--- src/common/sdp_pkg.sv ---
// Purpose : Shared constants of the serial channel and its coding sublayer
// Assumes : One line bit per mclk cycle, transmitted first-bit-first (bit 9 of a code)
// Notes   : Code tables hold the negative-disparity form of each 8b/10b sub-block
package sdp_pkg;

   // ****************************************
   // Word widths
   // ****************************************
   localparam logic [3:0] LINE_W   = 4'hA;
   localparam logic [3:0] NARROW_W = 4'h8;
   localparam int         HALF_W   = 10;

   // ****************************************
   // Special characters
   // ****************************************
   localparam logic [6:0] COMMA_P  = 7'h1F;
   localparam logic [6:0] COMMA_N  = 7'h60;
   localparam logic [5:0] K28_6B   = 6'h0F;
   localparam logic [7:0] IDLE_CH  = 8'hBC;
   localparam logic [7:0] SKIP_CH  = 8'h1C;
   localparam logic [3:0] ALT7_P   = 4'h7;
   localparam logic [3:0] ALT7_N   = 4'h8;
   localparam logic [4:0] X_K28    = 5'h1C;
   localparam logic [4:0] X_FLIP   = 5'h07;
   localparam logic [2:0] Y_FLIP   = 3'h3;
   localparam logic [2:0] Y_ALT    = 3'h7;

   // ****************************************
   // 5b/6b and 3b/4b code tables
   // ****************************************
   localparam logic [0:31][5:0] CODE6 = {
      6'h27, 6'h1D, 6'h2D, 6'h31, 6'h35, 6'h29, 6'h19, 6'h38,
      6'h39, 6'h25, 6'h15, 6'h34, 6'h0D, 6'h2C, 6'h1C, 6'h17,
      6'h1B, 6'h23, 6'h13, 6'h32, 6'h0B, 6'h2A, 6'h1A, 6'h3A,
      6'h33, 6'h26, 6'h16, 6'h36, 6'h0E, 6'h2E, 6'h1E, 6'h2B};
   localparam logic [0:7][3:0] CODE4 = {
      4'hB, 4'h9, 4'h5, 4'hC, 4'hD, 4'hA, 4'h6, 4'hE};

   // ****************************************
   // Reset values
   // ****************************************
   localparam logic [3:0] CNT_RST  = 4'h0;
   localparam logic [3:0] CNT_SLIP = 4'hF;

endpackage

--- src/sdp_channel.sv ---
// Purpose : One serial channel with receive/transmit coding sublayer and fabric interface
// Assumes : Line runs one bit per mclk; configuration inputs come from mclk-domain logic
// Notes   : Recovered and transmit word clocks are divided from mclk and driven out
`timescale 1ns/1ps

module sdp_channel #(
   parameter int DEPTH = 4
) (
   input  wire logic        mclk,
   input  wire logic        arst_n,
   input  wire logic        sd_rx,
   output logic             sd_tx,
   input  wire logic        cfg_bypass,
   input  wire logic        cfg_wide10,
   input  wire logic        cfg_half,
   input  wire logic        cfg_rx_inv,
   input  wire logic        cfg_tx_inv,
   input  wire logic        cfg_align_en,
   input  wire logic        cfg_direct,
   input  wire logic        rx_bitslip,
   output logic [19:0]      rx_data,
   output logic [1:0]       rx_k,
   output logic [1:0]       rx_err,
   output logic             rx_valid,
   output logic             rx_word_clk,
   output logic             rx_raw,
   input  wire logic [19:0] tx_data,
   input  wire logic [1:0]  tx_k,
   input  wire logic        tx_valid,
   output logic             tx_ready,
   output logic             tx_word_clk,
   input  wire logic        tx_raw
);

   localparam int               PW        = $clog2(DEPTH) + 1;
   localparam int               AW        = PW - 1;
   localparam logic [PW-1:0]    FULL_MARK = PW'(DEPTH - 1);
   localparam logic [PW-1:0]    DEPTH_P   = PW'(DEPTH);

   // ****************************************
   // State
   // ****************************************
   typedef struct packed {
      logic                    rx_s1;
      logic                    rx_s2;
      logic [9:0]              rx_sh;
      logic [3:0]              rx_cnt;
      logic                    slip_pend;
      logic [DEPTH-1:0][11:0]  mem;
      logic [PW-1:0]           wp;
      logic [PW-1:0]           rp;
      logic [19:0]             rx_data;
      logic [1:0]              rx_k;
      logic [1:0]              rx_err;
      logic                    rx_valid;
      logic                    rx_word_clk;
      logic                    rx_raw;
      logic [9:0]              tx_sh;
      logic [3:0]              tx_cnt;
      logic [19:0]             tx_hold;
      logic [1:0]              tx_holdk;
      logic [1:0]              tx_n;
      logic                    rd_tx;
      logic                    tx_ready;
      logic                    tx_word_clk;
      logic                    sd_tx;
   } sdp_state_t;

   sdp_state_t s;
   sdp_state_t next_s;

   // ****************************************
   // 8b/10b helpers
   // ****************************************
   function automatic logic unbal6(input logic [5:0] c);
      return $countones(c) != 3;
   endfunction

   function automatic logic unbal4(input logic [3:0] c);
      return $countones(c) != 2;
   endfunction

   // Returns {running disparity after, code}
   function automatic logic [10:0] sdp_enc(input logic [7:0] d, input logic k,
                                          input logic rd);
      logic [5:0] c6;
      logic [3:0] c4;
      logic       rd1;
      c6 = k ? sdp_pkg::K28_6B : sdp_pkg::CODE6[d[4:0]];
      if (rd && (unbal6(c6) || (!k && d[4:0] == sdp_pkg::X_FLIP))) begin
         c6 = ~c6;
      end
      rd1 = rd ^ unbal6(c6);
      c4 = sdp_pkg::CODE4[d[7:5]];
      if (k) begin
         // Control groups: balanced ones other than Y_FLIP track entering disparity; unbalanced ones and Y_FLIP the 6-bit result
         if (d[7:5] == sdp_pkg::Y_ALT) begin
            c4 = sdp_pkg::ALT7_P;
         end
         if ((unbal4(c4) || d[7:5] == sdp_pkg::Y_FLIP) ? rd1 : rd) begin
            c4 = ~c4;
         end
      end else if (rd1 && (unbal4(c4) || d[7:5] == sdp_pkg::Y_FLIP)) begin
         c4 = ~c4;
      end
      return {rd1 ^ unbal4(c4), c6, c4};
   endfunction

   // Returns {code error, control flag, byte}
   function automatic logic [9:0] sdp_dec(input logic [9:0] c);
      logic [5:0] c6;
      logic [3:0] c4;
      logic [4:0] x;
      logic [2:0] y;
      logic       h6;
      logic       h4;
      logic       k;
      c6 = c[9:4];
      c4 = c[3:0];
      x  = '0;
      y  = '0;
      h6 = 1'b0;
      h4 = 1'b0;
      k  = (c6 == sdp_pkg::K28_6B) || (c6 == ~sdp_pkg::K28_6B);
      for (int i = 0; i < 32; i++) begin
         if (sdp_pkg::CODE6[i] == c6 || ((unbal6(sdp_pkg::CODE6[i]) ||
             5'(i) == sdp_pkg::X_FLIP) && ~sdp_pkg::CODE6[i] == c6)) begin
            x  = 5'(i);
            h6 = 1'b1;
         end
      end
      if (k) begin
         x  = sdp_pkg::X_K28;
         h6 = 1'b1;
         if (c6 != sdp_pkg::K28_6B) begin
            c4 = ~c4;
         end
      end
      for (int j = 0; j < 8; j++) begin
         if (sdp_pkg::CODE4[j] == c4 || ((unbal4(sdp_pkg::CODE4[j]) ||
             3'(j) == sdp_pkg::Y_FLIP) && ~sdp_pkg::CODE4[j] == c4)) begin
            y  = 3'(j);
            h4 = 1'b1;
         end
      end
      if ((!k && (c4 == sdp_pkg::ALT7_P || c4 == sdp_pkg::ALT7_N)) ||
          (k && c4 == sdp_pkg::ALT7_N)) begin
         y  = sdp_pkg::Y_ALT;
         h4 = 1'b1;
      end
      return {~(h6 & h4), k, y, x};
   endfunction

   // ****************************************
   // Next-state logic
   // ****************************************
   always_comb begin
      logic [3:0]    wlen;
      logic          coded;
      logic          bit_in;
      logic [9:0]    sh_n;
      logic          comma;
      logic          wdone;
      logic [9:0]    word;
      logic [9:0]    dw;
      logic [11:0]   entry;
      logic [PW-1:0] fill;
      logic [PW-1:0] need;
      logic [AW-1:0] r0;
      logic [AW-1:0] r1;
      logic          skip;
      logic          tdone;
      logic          hi;
      logic [9:0]    wd;
      logic          wk;
      logic [10:0]   enc;
      logic [9:0]    code;
      next_s = s;
      wlen   = (cfg_bypass && !cfg_wide10) ? sdp_pkg::NARROW_W : sdp_pkg::LINE_W;
      coded  = !cfg_bypass;
      bit_in = s.rx_s2 ^ cfg_rx_inv;
      sh_n   = {s.rx_sh[8:0], bit_in};
      comma  = coded && cfg_align_en &&
               (sh_n[9:3] == sdp_pkg::COMMA_P || sh_n[9:3] == sdp_pkg::COMMA_N);
      wdone  = (s.rx_cnt == wlen - 4'h1) || comma;
      word   = (wlen == sdp_pkg::NARROW_W) ? {2'b00, sh_n[7:0]} : sh_n;
      dw     = sdp_dec(word);
      entry  = coded ? {dw[9:8], 2'b00, dw[7:0]} : {2'b00, word};
      fill   = s.wp - s.rp;
      need   = cfg_half ? PW'(2) : PW'(1);
      r0     = s.rp[AW-1:0];
      r1     = AW'(s.rp + PW'(1));
      skip   = coded && dw[8] && dw[7:0] == sdp_pkg::SKIP_CH && fill >= FULL_MARK;

      // ****************************************
      // Receive: sync, deserialize, slip
      // ****************************************
      next_s.rx_s1  = sd_rx;
      next_s.rx_s2  = s.rx_s1;
      next_s.rx_raw = s.rx_s2;
      next_s.rx_sh  = sh_n;
      next_s.slip_pend = s.slip_pend | rx_bitslip;
      if (wdone) begin
         // A pending slip stretches the next word by one bit only
         next_s.rx_cnt    = s.slip_pend ? sdp_pkg::CNT_SLIP : sdp_pkg::CNT_RST;
         next_s.slip_pend = rx_bitslip;
      end else begin
         next_s.rx_cnt = s.rx_cnt + 4'h1;
      end
      next_s.rx_word_clk = s.rx_cnt < {1'b0, wlen[3:1]};

      // ****************************************
      // Receive: rate compensation and FIFO
      // ****************************************
      next_s.rx_valid = 1'b0;
      if (fill >= need) begin
         next_s.rx_valid = 1'b1;
         if (cfg_half) begin
            next_s.rx_data = {s.mem[r1][9:0], s.mem[r0][9:0]};
            next_s.rx_k    = {s.mem[r1][10], s.mem[r0][10]};
            next_s.rx_err  = {s.mem[r1][11], s.mem[r0][11]};
         end else begin
            next_s.rx_data = {10'h000, s.mem[r0][9:0]};
            next_s.rx_k    = {1'b0, s.mem[r0][10]};
            next_s.rx_err  = {1'b0, s.mem[r0][11]};
         end
         next_s.rp = s.rp + need;
      end
      // Skip characters are dropped once fill reaches FULL_MARK; any word is dropped while the FIFO is full
      if (wdone && !skip && fill < DEPTH_P) begin
         next_s.mem[s.wp[AW-1:0]] = entry;
         next_s.wp = s.wp + PW'(1);
      end

      // ****************************************
      // Transmit: fabric side
      // ****************************************
      if (tx_valid && s.tx_ready) begin
         next_s.tx_hold  = tx_data;
         next_s.tx_holdk = tx_k;
         next_s.tx_n     = cfg_half ? 2'd2 : 2'd1;
      end

      // ****************************************
      // Transmit: encode, polarity, serialize
      // ****************************************
      tdone = s.tx_cnt == wlen - 4'h1;
      hi    = cfg_half && s.tx_n == 2'd1;
      wd    = hi ? s.tx_hold[19:10] : s.tx_hold[9:0];
      wk    = hi ? s.tx_holdk[1] : s.tx_holdk[0];
      if (s.tx_n == 2'd0) begin
         // Nothing queued: send idle commas, or zeros in bypass
         wd = coded ? {2'b00, sdp_pkg::IDLE_CH} : 10'h000;
         wk = coded;
      end
      enc  = sdp_enc(wd[7:0], wk, s.rd_tx);
      code = coded ? enc[9:0] :
             ((wlen == sdp_pkg::NARROW_W) ? {wd[7:0], 2'b00} : wd);
      next_s.tx_cnt = tdone ? sdp_pkg::CNT_RST : s.tx_cnt + 4'h1;
      next_s.tx_sh  = {s.tx_sh[8:0], 1'b0};
      if (tdone) begin
         next_s.tx_sh = code ^ {10{cfg_tx_inv}};
         if (coded) begin
            next_s.rd_tx = enc[10];
         end
         if (s.tx_n != 2'd0) begin
            next_s.tx_n = s.tx_n - 2'd1;
         end
      end
      next_s.tx_ready    = next_s.tx_n == 2'd0;
      next_s.tx_word_clk = s.tx_cnt < {1'b0, wlen[3:1]};
      next_s.sd_tx       = cfg_direct ? tx_raw : s.tx_sh[9];
   end

   // ****************************************
   // State register
   // ****************************************
   always_ff @(posedge mclk or negedge arst_n) begin
      if (!arst_n) begin
         s <= '0;
      end else begin
         s <= next_s;
      end
   end

   // ****************************************
   // Outputs
   // ****************************************
   assign sd_tx       = s.sd_tx;
   assign rx_data     = s.rx_data;
   assign rx_k        = s.rx_k;
   assign rx_err      = s.rx_err;
   assign rx_valid    = s.rx_valid;
   assign rx_word_clk = s.rx_word_clk;
   assign rx_raw      = s.rx_raw;
   assign tx_ready    = s.tx_ready;
   assign tx_word_clk = s.tx_word_clk;

endmodule

--- config.mk ---
export PLATFORM = sky130hd
export DESIGN_NAME = sdp_channel
export DESIGN_NICKNAME = d
export VERILOG_FILES = /design/src/common/sdp_pkg.sv /design/src/sdp_channel.sv
export SDC_FILE = /design/constraint.sdc
export NUM_CORES = 1
export LEC_CHECK = 0
export ABC_CLOCK_PERIOD_IN_PS = 12000
export BUFFER_PORTS_ARGS = -buffer_cell sky130_fd_sc_hd__clkbuf_2
export CORE_UTILIZATION = 30
export DETAILED_ROUTE_END_ITERATION = 6
export PLACE_DENSITY = 0.56
export SLEW_MARGIN = 20
export SYNTH_ARGS = -nofsm -noshare
export SYNTH_HDL_FRONTEND = slang
export SYNTH_SLANG_ARGS = --single-unit
--- constraint.sdc ---
create_clock -name mclk -period 12 [get_ports mclk]
set_input_delay 2.4 -clock mclk [delete_from_list [all_inputs] [get_ports mclk]]
set_output_delay 2.4 -clock mclk [all_outputs]
set_load 0.01 [all_outputs]
======== Yosys cells after proc, flatten, opt, wreduce, memory -nomap -nowiden ========
Memory sizes are Yosys's and may differ from the RTL's.
Cells that the tools add are included.
cells by class
  $add $sub $neg .......................... 27
  order comparisons ....................... 11
  equality and inequality tests ........... 78
  multiplexer cells ....................... 127
  bitwise operators ....................... 14
  reduce and logical (&&, ||, !) cells .... 51
operators with widths
  operator            number
  $eq 6x6->1 const A  23
  $mux 5              17
  $eq 5x6->1 const A  14
  $mux 4              20
  $mux 10             6
  $mux 1              51
  $bmux 12 s2         2
  $bwmux 48           1
  $mux 12             4
  $eq 4x6->1 const A  6
  $mux 3              12
  $logic_or 1x1->1    26
  $add 1x1->2         12
  $demux 12 s2        1
  $eq 4x4->1 const A  6
  $mux 24             1
  $mux 6              4
  $eq 3x6->1 const A  3
  $logic_and 1x1->1   16
  $add 2x2->3         5
  $mux 2              7
  $eq 3x4->1 const A  3
  $not 4->4           3
  $xor 10x10->10      1
  other kinds (45)    64
storage, ports and cells
  bits in registers ....................... 139
  memory bits (read-only) ................. 224
  input bits .............................. 35
  logic and storage cells ................. 336
  memories kept ........................... 2
memories
  memory            depth  bits a word  read ports  clocked after memory_dff  wr ports  line               RTL
  (name not given)  32     6            1           0                         0         sdp_channel.sv:89  c6 = k ? sdp_pkg::K28_6B : sdp_pkg::CODE6[d[4:0]];
  (name not given)  8      4            1           0                         0         sdp_channel.sv:94  c4 = sdp_pkg::CODE4[d[7:5]];

======== Depth between registers and ports, before layout ========
  depth after elaboration ................. 45
  gate-level depth with buffers ........... 43
  mapped depth without buffers ............ 40

======== Worst setup path after synthesis ========
OpenSTA, ideal clock, no wires.
  kind .................................... input -> register
  start point ............................. input cfg_half
  end point ............................... register s[3] in the netlist's numbering
  data arrival time ....................... 10.625 ns
  required time ........................... 11.921 ns
  path slack .............................. 1.296 ns
  stages .................................. 38
  path buffers ............................ 1
  cell sequence ........................... nand2_1 o311ai_1 inv_1 ha_1 o21ai_0 a31oi_1 or2_2 fa_1 fa_1 ha_1 inv_1 fa_1 nand3b_1 nand2_1 o31a_1 clkbuf_1 xnor2_2 ha_1 (+2 left out) inv_1 ha_1 inv_1 fa_1 nand3b_1 xor2_1 a21oi_1 nor3_1 nor4b_1 a21oi_1 fa_1 inv_1 ha_1 ha_1 nand2_1 xnor2_1 nor3_1 xor2_1
between the ends
  longest elaborated chain between the ends .. 27
  elaborated cells between the ends (all ways) .. 60
  those cells by class .................... 19 x add/sub; 8 x eq/ne; 16 x mux; 7 x bitwise; 8 x reduce/logical; 2 x memory
RTL lines
  what                                                line                                    RTL
  start: declaration                                  sdp_channel.sv:15                       input wire logic cfg_half,
  $logic_and 1x1->1 (*)                               sdp_channel.sv:248                      hi = cfg_half && s.tx_n == 2'd1;
  $mux 10                                             sdp_channel.sv:249                      wd = hi ? s.tx_hold[19:10] : s.tx_hold[9:0];
  $mux 10                                             sdp_channel.sv:251                      if (s.tx_n == 2'd0) begin
  $not 5->6 (not written as such)                     sdp_channel.sv:89
  $mem_v2 32x6                                        -
  $mux 6 (not written as such) (2 in a row)           sdp_channel.sv:89
  $mux 6                                              sdp_channel.sv:89
  $add 1x1->2 (not written as such)                   sdp_channel.sv:76                       return $countones(c) != 3;
  (+10 left out)                                      -
  $xor 1x1->1                                         sdp_channel.sv:93                       rd1 = rd ^ unbal6(c6);
  $mux 1 / $logic_and 1x1->1 (equally long branches)  sdp_channel.sv:100, sdp_channel.sv:103
  $mux 4 (on tied branches)                           sdp_channel.sv:100, sdp_channel.sv:103
  $mux 4                                              sdp_channel.sv:95                       if (k) begin
  $add 1x1->2 (not written as such)                   sdp_channel.sv:80                       return $countones(c) != 2;
  $add 2x2->3 (not written as such)                   sdp_channel.sv:80
  $ne 3x2->1                                          sdp_channel.sv:80
  $xor 1x1->1 (*)                                     sdp_channel.sv:106                      return {rd1 ^ unbal4(c4), c6, c4};
  end signal: assignment                              sdp_channel.sv:282                      s <= next_s;
  end: declaration                                    sdp_channel.sv:69                       sdp_state_t s;
Every way passes the cells marked *; elsewhere a longest branch is shown, timed or not. The select of a mux whose other input is x is not followed.
A chain may end at the register's enable or synchronous reset.

======== Worst setup path after layout ========
Same ends and word-level chain as after synthesis.

==> run metrics <==
post-cts resize count=0; ant diodes=0; Clock Tree Buf Depth=2; final wirelength=22.3 mm; chip height=176 um; Slew @ Worst Pin=972 ps; clock slew at reported path FFs=60 ps; post-synth top area share=38.2%; status=completed; Critical-path top delay cell=fa_1; Yosys cell types=82; clk sinks=139; sequential area share after synthesis=38.2%; setup TNS=0 ps; final setup fails=0; largest stage delay on the critical path=560 ps; CP Max Fanout=10; CTS Hold Bufs=0; Initial Util=30.6%; synthesized flop and latch total=139; Synth Area per Inst=9.76 um2; Slew HR=35.0%; worst skew pair latency=430 ps; dpl hpwl=16.0 mm; drt pass-1 iters=5; layout cells sized above 1=19.8%; fin crit share=90.7%; max-slew violations=0; aggregate global-route resource usage=15.2%; Vias=7035; Crit path top cell by count=inv_1; CP startpoint=cfg_half; Synth Net Count=1005; DR iter-0 viols=630; IO Count=65; global-route wire length before repair=37.3 mm; final hold violations=0; Root Driver=clkbuf_16; full die area=0.0311 mm2; H-tree level count=4; number of CTS-inserted buffers=17; minimum clock period=10880 ps; vias in the first global route=6820; number of core rows=63; hold path start=next_s[138]; WS Path Type=input port to register; Final GP Congestion=0.885; Arr. time, crit path=11230 ps; Worst Setup End Kind=register; drt wl/cell=16.5 um; Gate Count Post-Synth=933; Hold/Removal Path Class=register to register; post-route ant nets=0; Main synth FF type=dfrtp_1; Area Growth Syn to Fin=11.3%; TritonCTS clock tree=built; CP Launch Type=input port; IO buf count=64; clk_skew=14.8 ps; MaxCap Viol Count=0; GRT overflow=0; drt drc=0; Core ar.=0.0297 mm2; number of flops mapped to enable cells by yosys=0; nets@finish=1023; R2R Path Start=s[5]; critical path data required time=12350 ps; ys async rst share=100%; Mapped Area=0.00910 mm2; Synth Warn #=0; dominant cells by area after synthesis=dfrtp_1 38%, mux2_2 5.6%, mux2_1 4.8%; via-per-instance ratio=5.20; RSZ-0062 raised after global routing=no; Max Freq=91.9 MHz; largest net degree at the start of global routing=71; initial antenna violation count=0; post-CTS setup buffer count=0; Die X=176 um; cell taking the most area after synthesis=dfrtp_1
flip-flops by register name, summed over array words and instances (netlist names):
register     flops
sd_tx            1
tx_ready         1
rx_word_clk      1
s               98
rx_valid         1
rx_err           2
rx_k             2
tx_word_clk      1
rx_data         20
next_s          11
rx_raw           1
final timing paths:
check                               to  slack, ps  cells past startpoint
setup / recovery                  s[3]       1120                     39
setup reg to reg                  s[3]       2340                     37
max in group asynchronous        s[19]       8620                      2
hold / removal              next_s[42]        350                      0
hold reg to reg             next_s[42]        350                      0
min in group asynchronous  rx_data[19]       1990                      1
stage by stage:
step                      instances  cell area, um2  setup slack (ps)  hold slack (ps)  utilization, %
after global placement         1321            9590               904              335            32.3
after CTS                      1352           10100              1210              356            34.1
final                          1352           10100              1120              352            34.1
after global routing           1352           10100               669              358            34.1
after detailed placement       1322            9610               798              343            32.3
after floorplan                 933            9100              1300              331               -
routing by layer:
layer,part of all wire [%],vias up,global-route usage (%)
met2,44,164,22.7
met5,0,-,0
met1,51,3470,22.5
met3,3.8,19,2.54
li1,-,3382,-
met4,1.1,0,4.17
Yosys cell counts, types with 7 or more instances:
library cell	number
a21oi_1	41
mux2i_1	15
o31ai_1	9
fa_1	8
mux2_2	45
mux4_2	16
a22oi_1	7
inv_1	43
nand2_1	102
nor2_1	51
nand3_1	26
dfrtp_1	139
nor2b_1	7
xnor2_1	23
buf_4	24
nor3_1	22
o21ai_0	63
o22ai_1	9
o211ai_1	14
ha_1	29
nand2b_1	8
clkbuf_1	34
mux2_1	39
buf_1	9
cell families after synthesis:
logic type      Yosys count  share of synthesized area, %
compound gates          218                          16.0
fa+ha+maj                37                          5.74
xor+xnor                 30                          2.97
buf+inv                 122                          6.55
mux                     115                          16.0
flops                   139                          38.2
simple gates            272                          14.5
critical path, delay by kind of cell:
kind            cells  cell delay [ps]
simple gates        8             1550
fa+ha+maj          12             4110
buf+inv             8              610
xor+xnor            4              610
compound gates      7             1930
final cells by class:
cell class,instances,area [um2]
well taps,390,488
multi-input cells,672,5040
flip-flops and latches,139,3480
clock buffers,19,453
repair buffers,77,432
clock inverters,11,72.6
fillers,2986,19600
inverters,44,165
layout by cell type, fill, tap and decap left out, types with 6 or more instances in the layout:
cell and n:
clkbuf_2 63, o22ai_1 9, mux4_2 16, inv_1 43
nand2_1 102, o211ai_1 14, mux2i_1 15, a21oi_1 41
nand2b_1 8, xnor2_1 23, fa_1 8, clkinv_2 6
mux2_1 39, nand3_1 26, o31ai_1 9, xor2_1 6
dfrtp_1 139, a22oi_1 7, ha_1 29, or3_1 6
clkbuf_16 17, nor3_1 22, and3_1 6, nor2b_1 7
nor2_1 51, buf_4 12, o21ai_0 62, mux2_2 45
and2_1 7
Power is left out: the tool's default activity adds up to more than one toggle a clock period on the data nets, which glitch-free logic cannot reach.
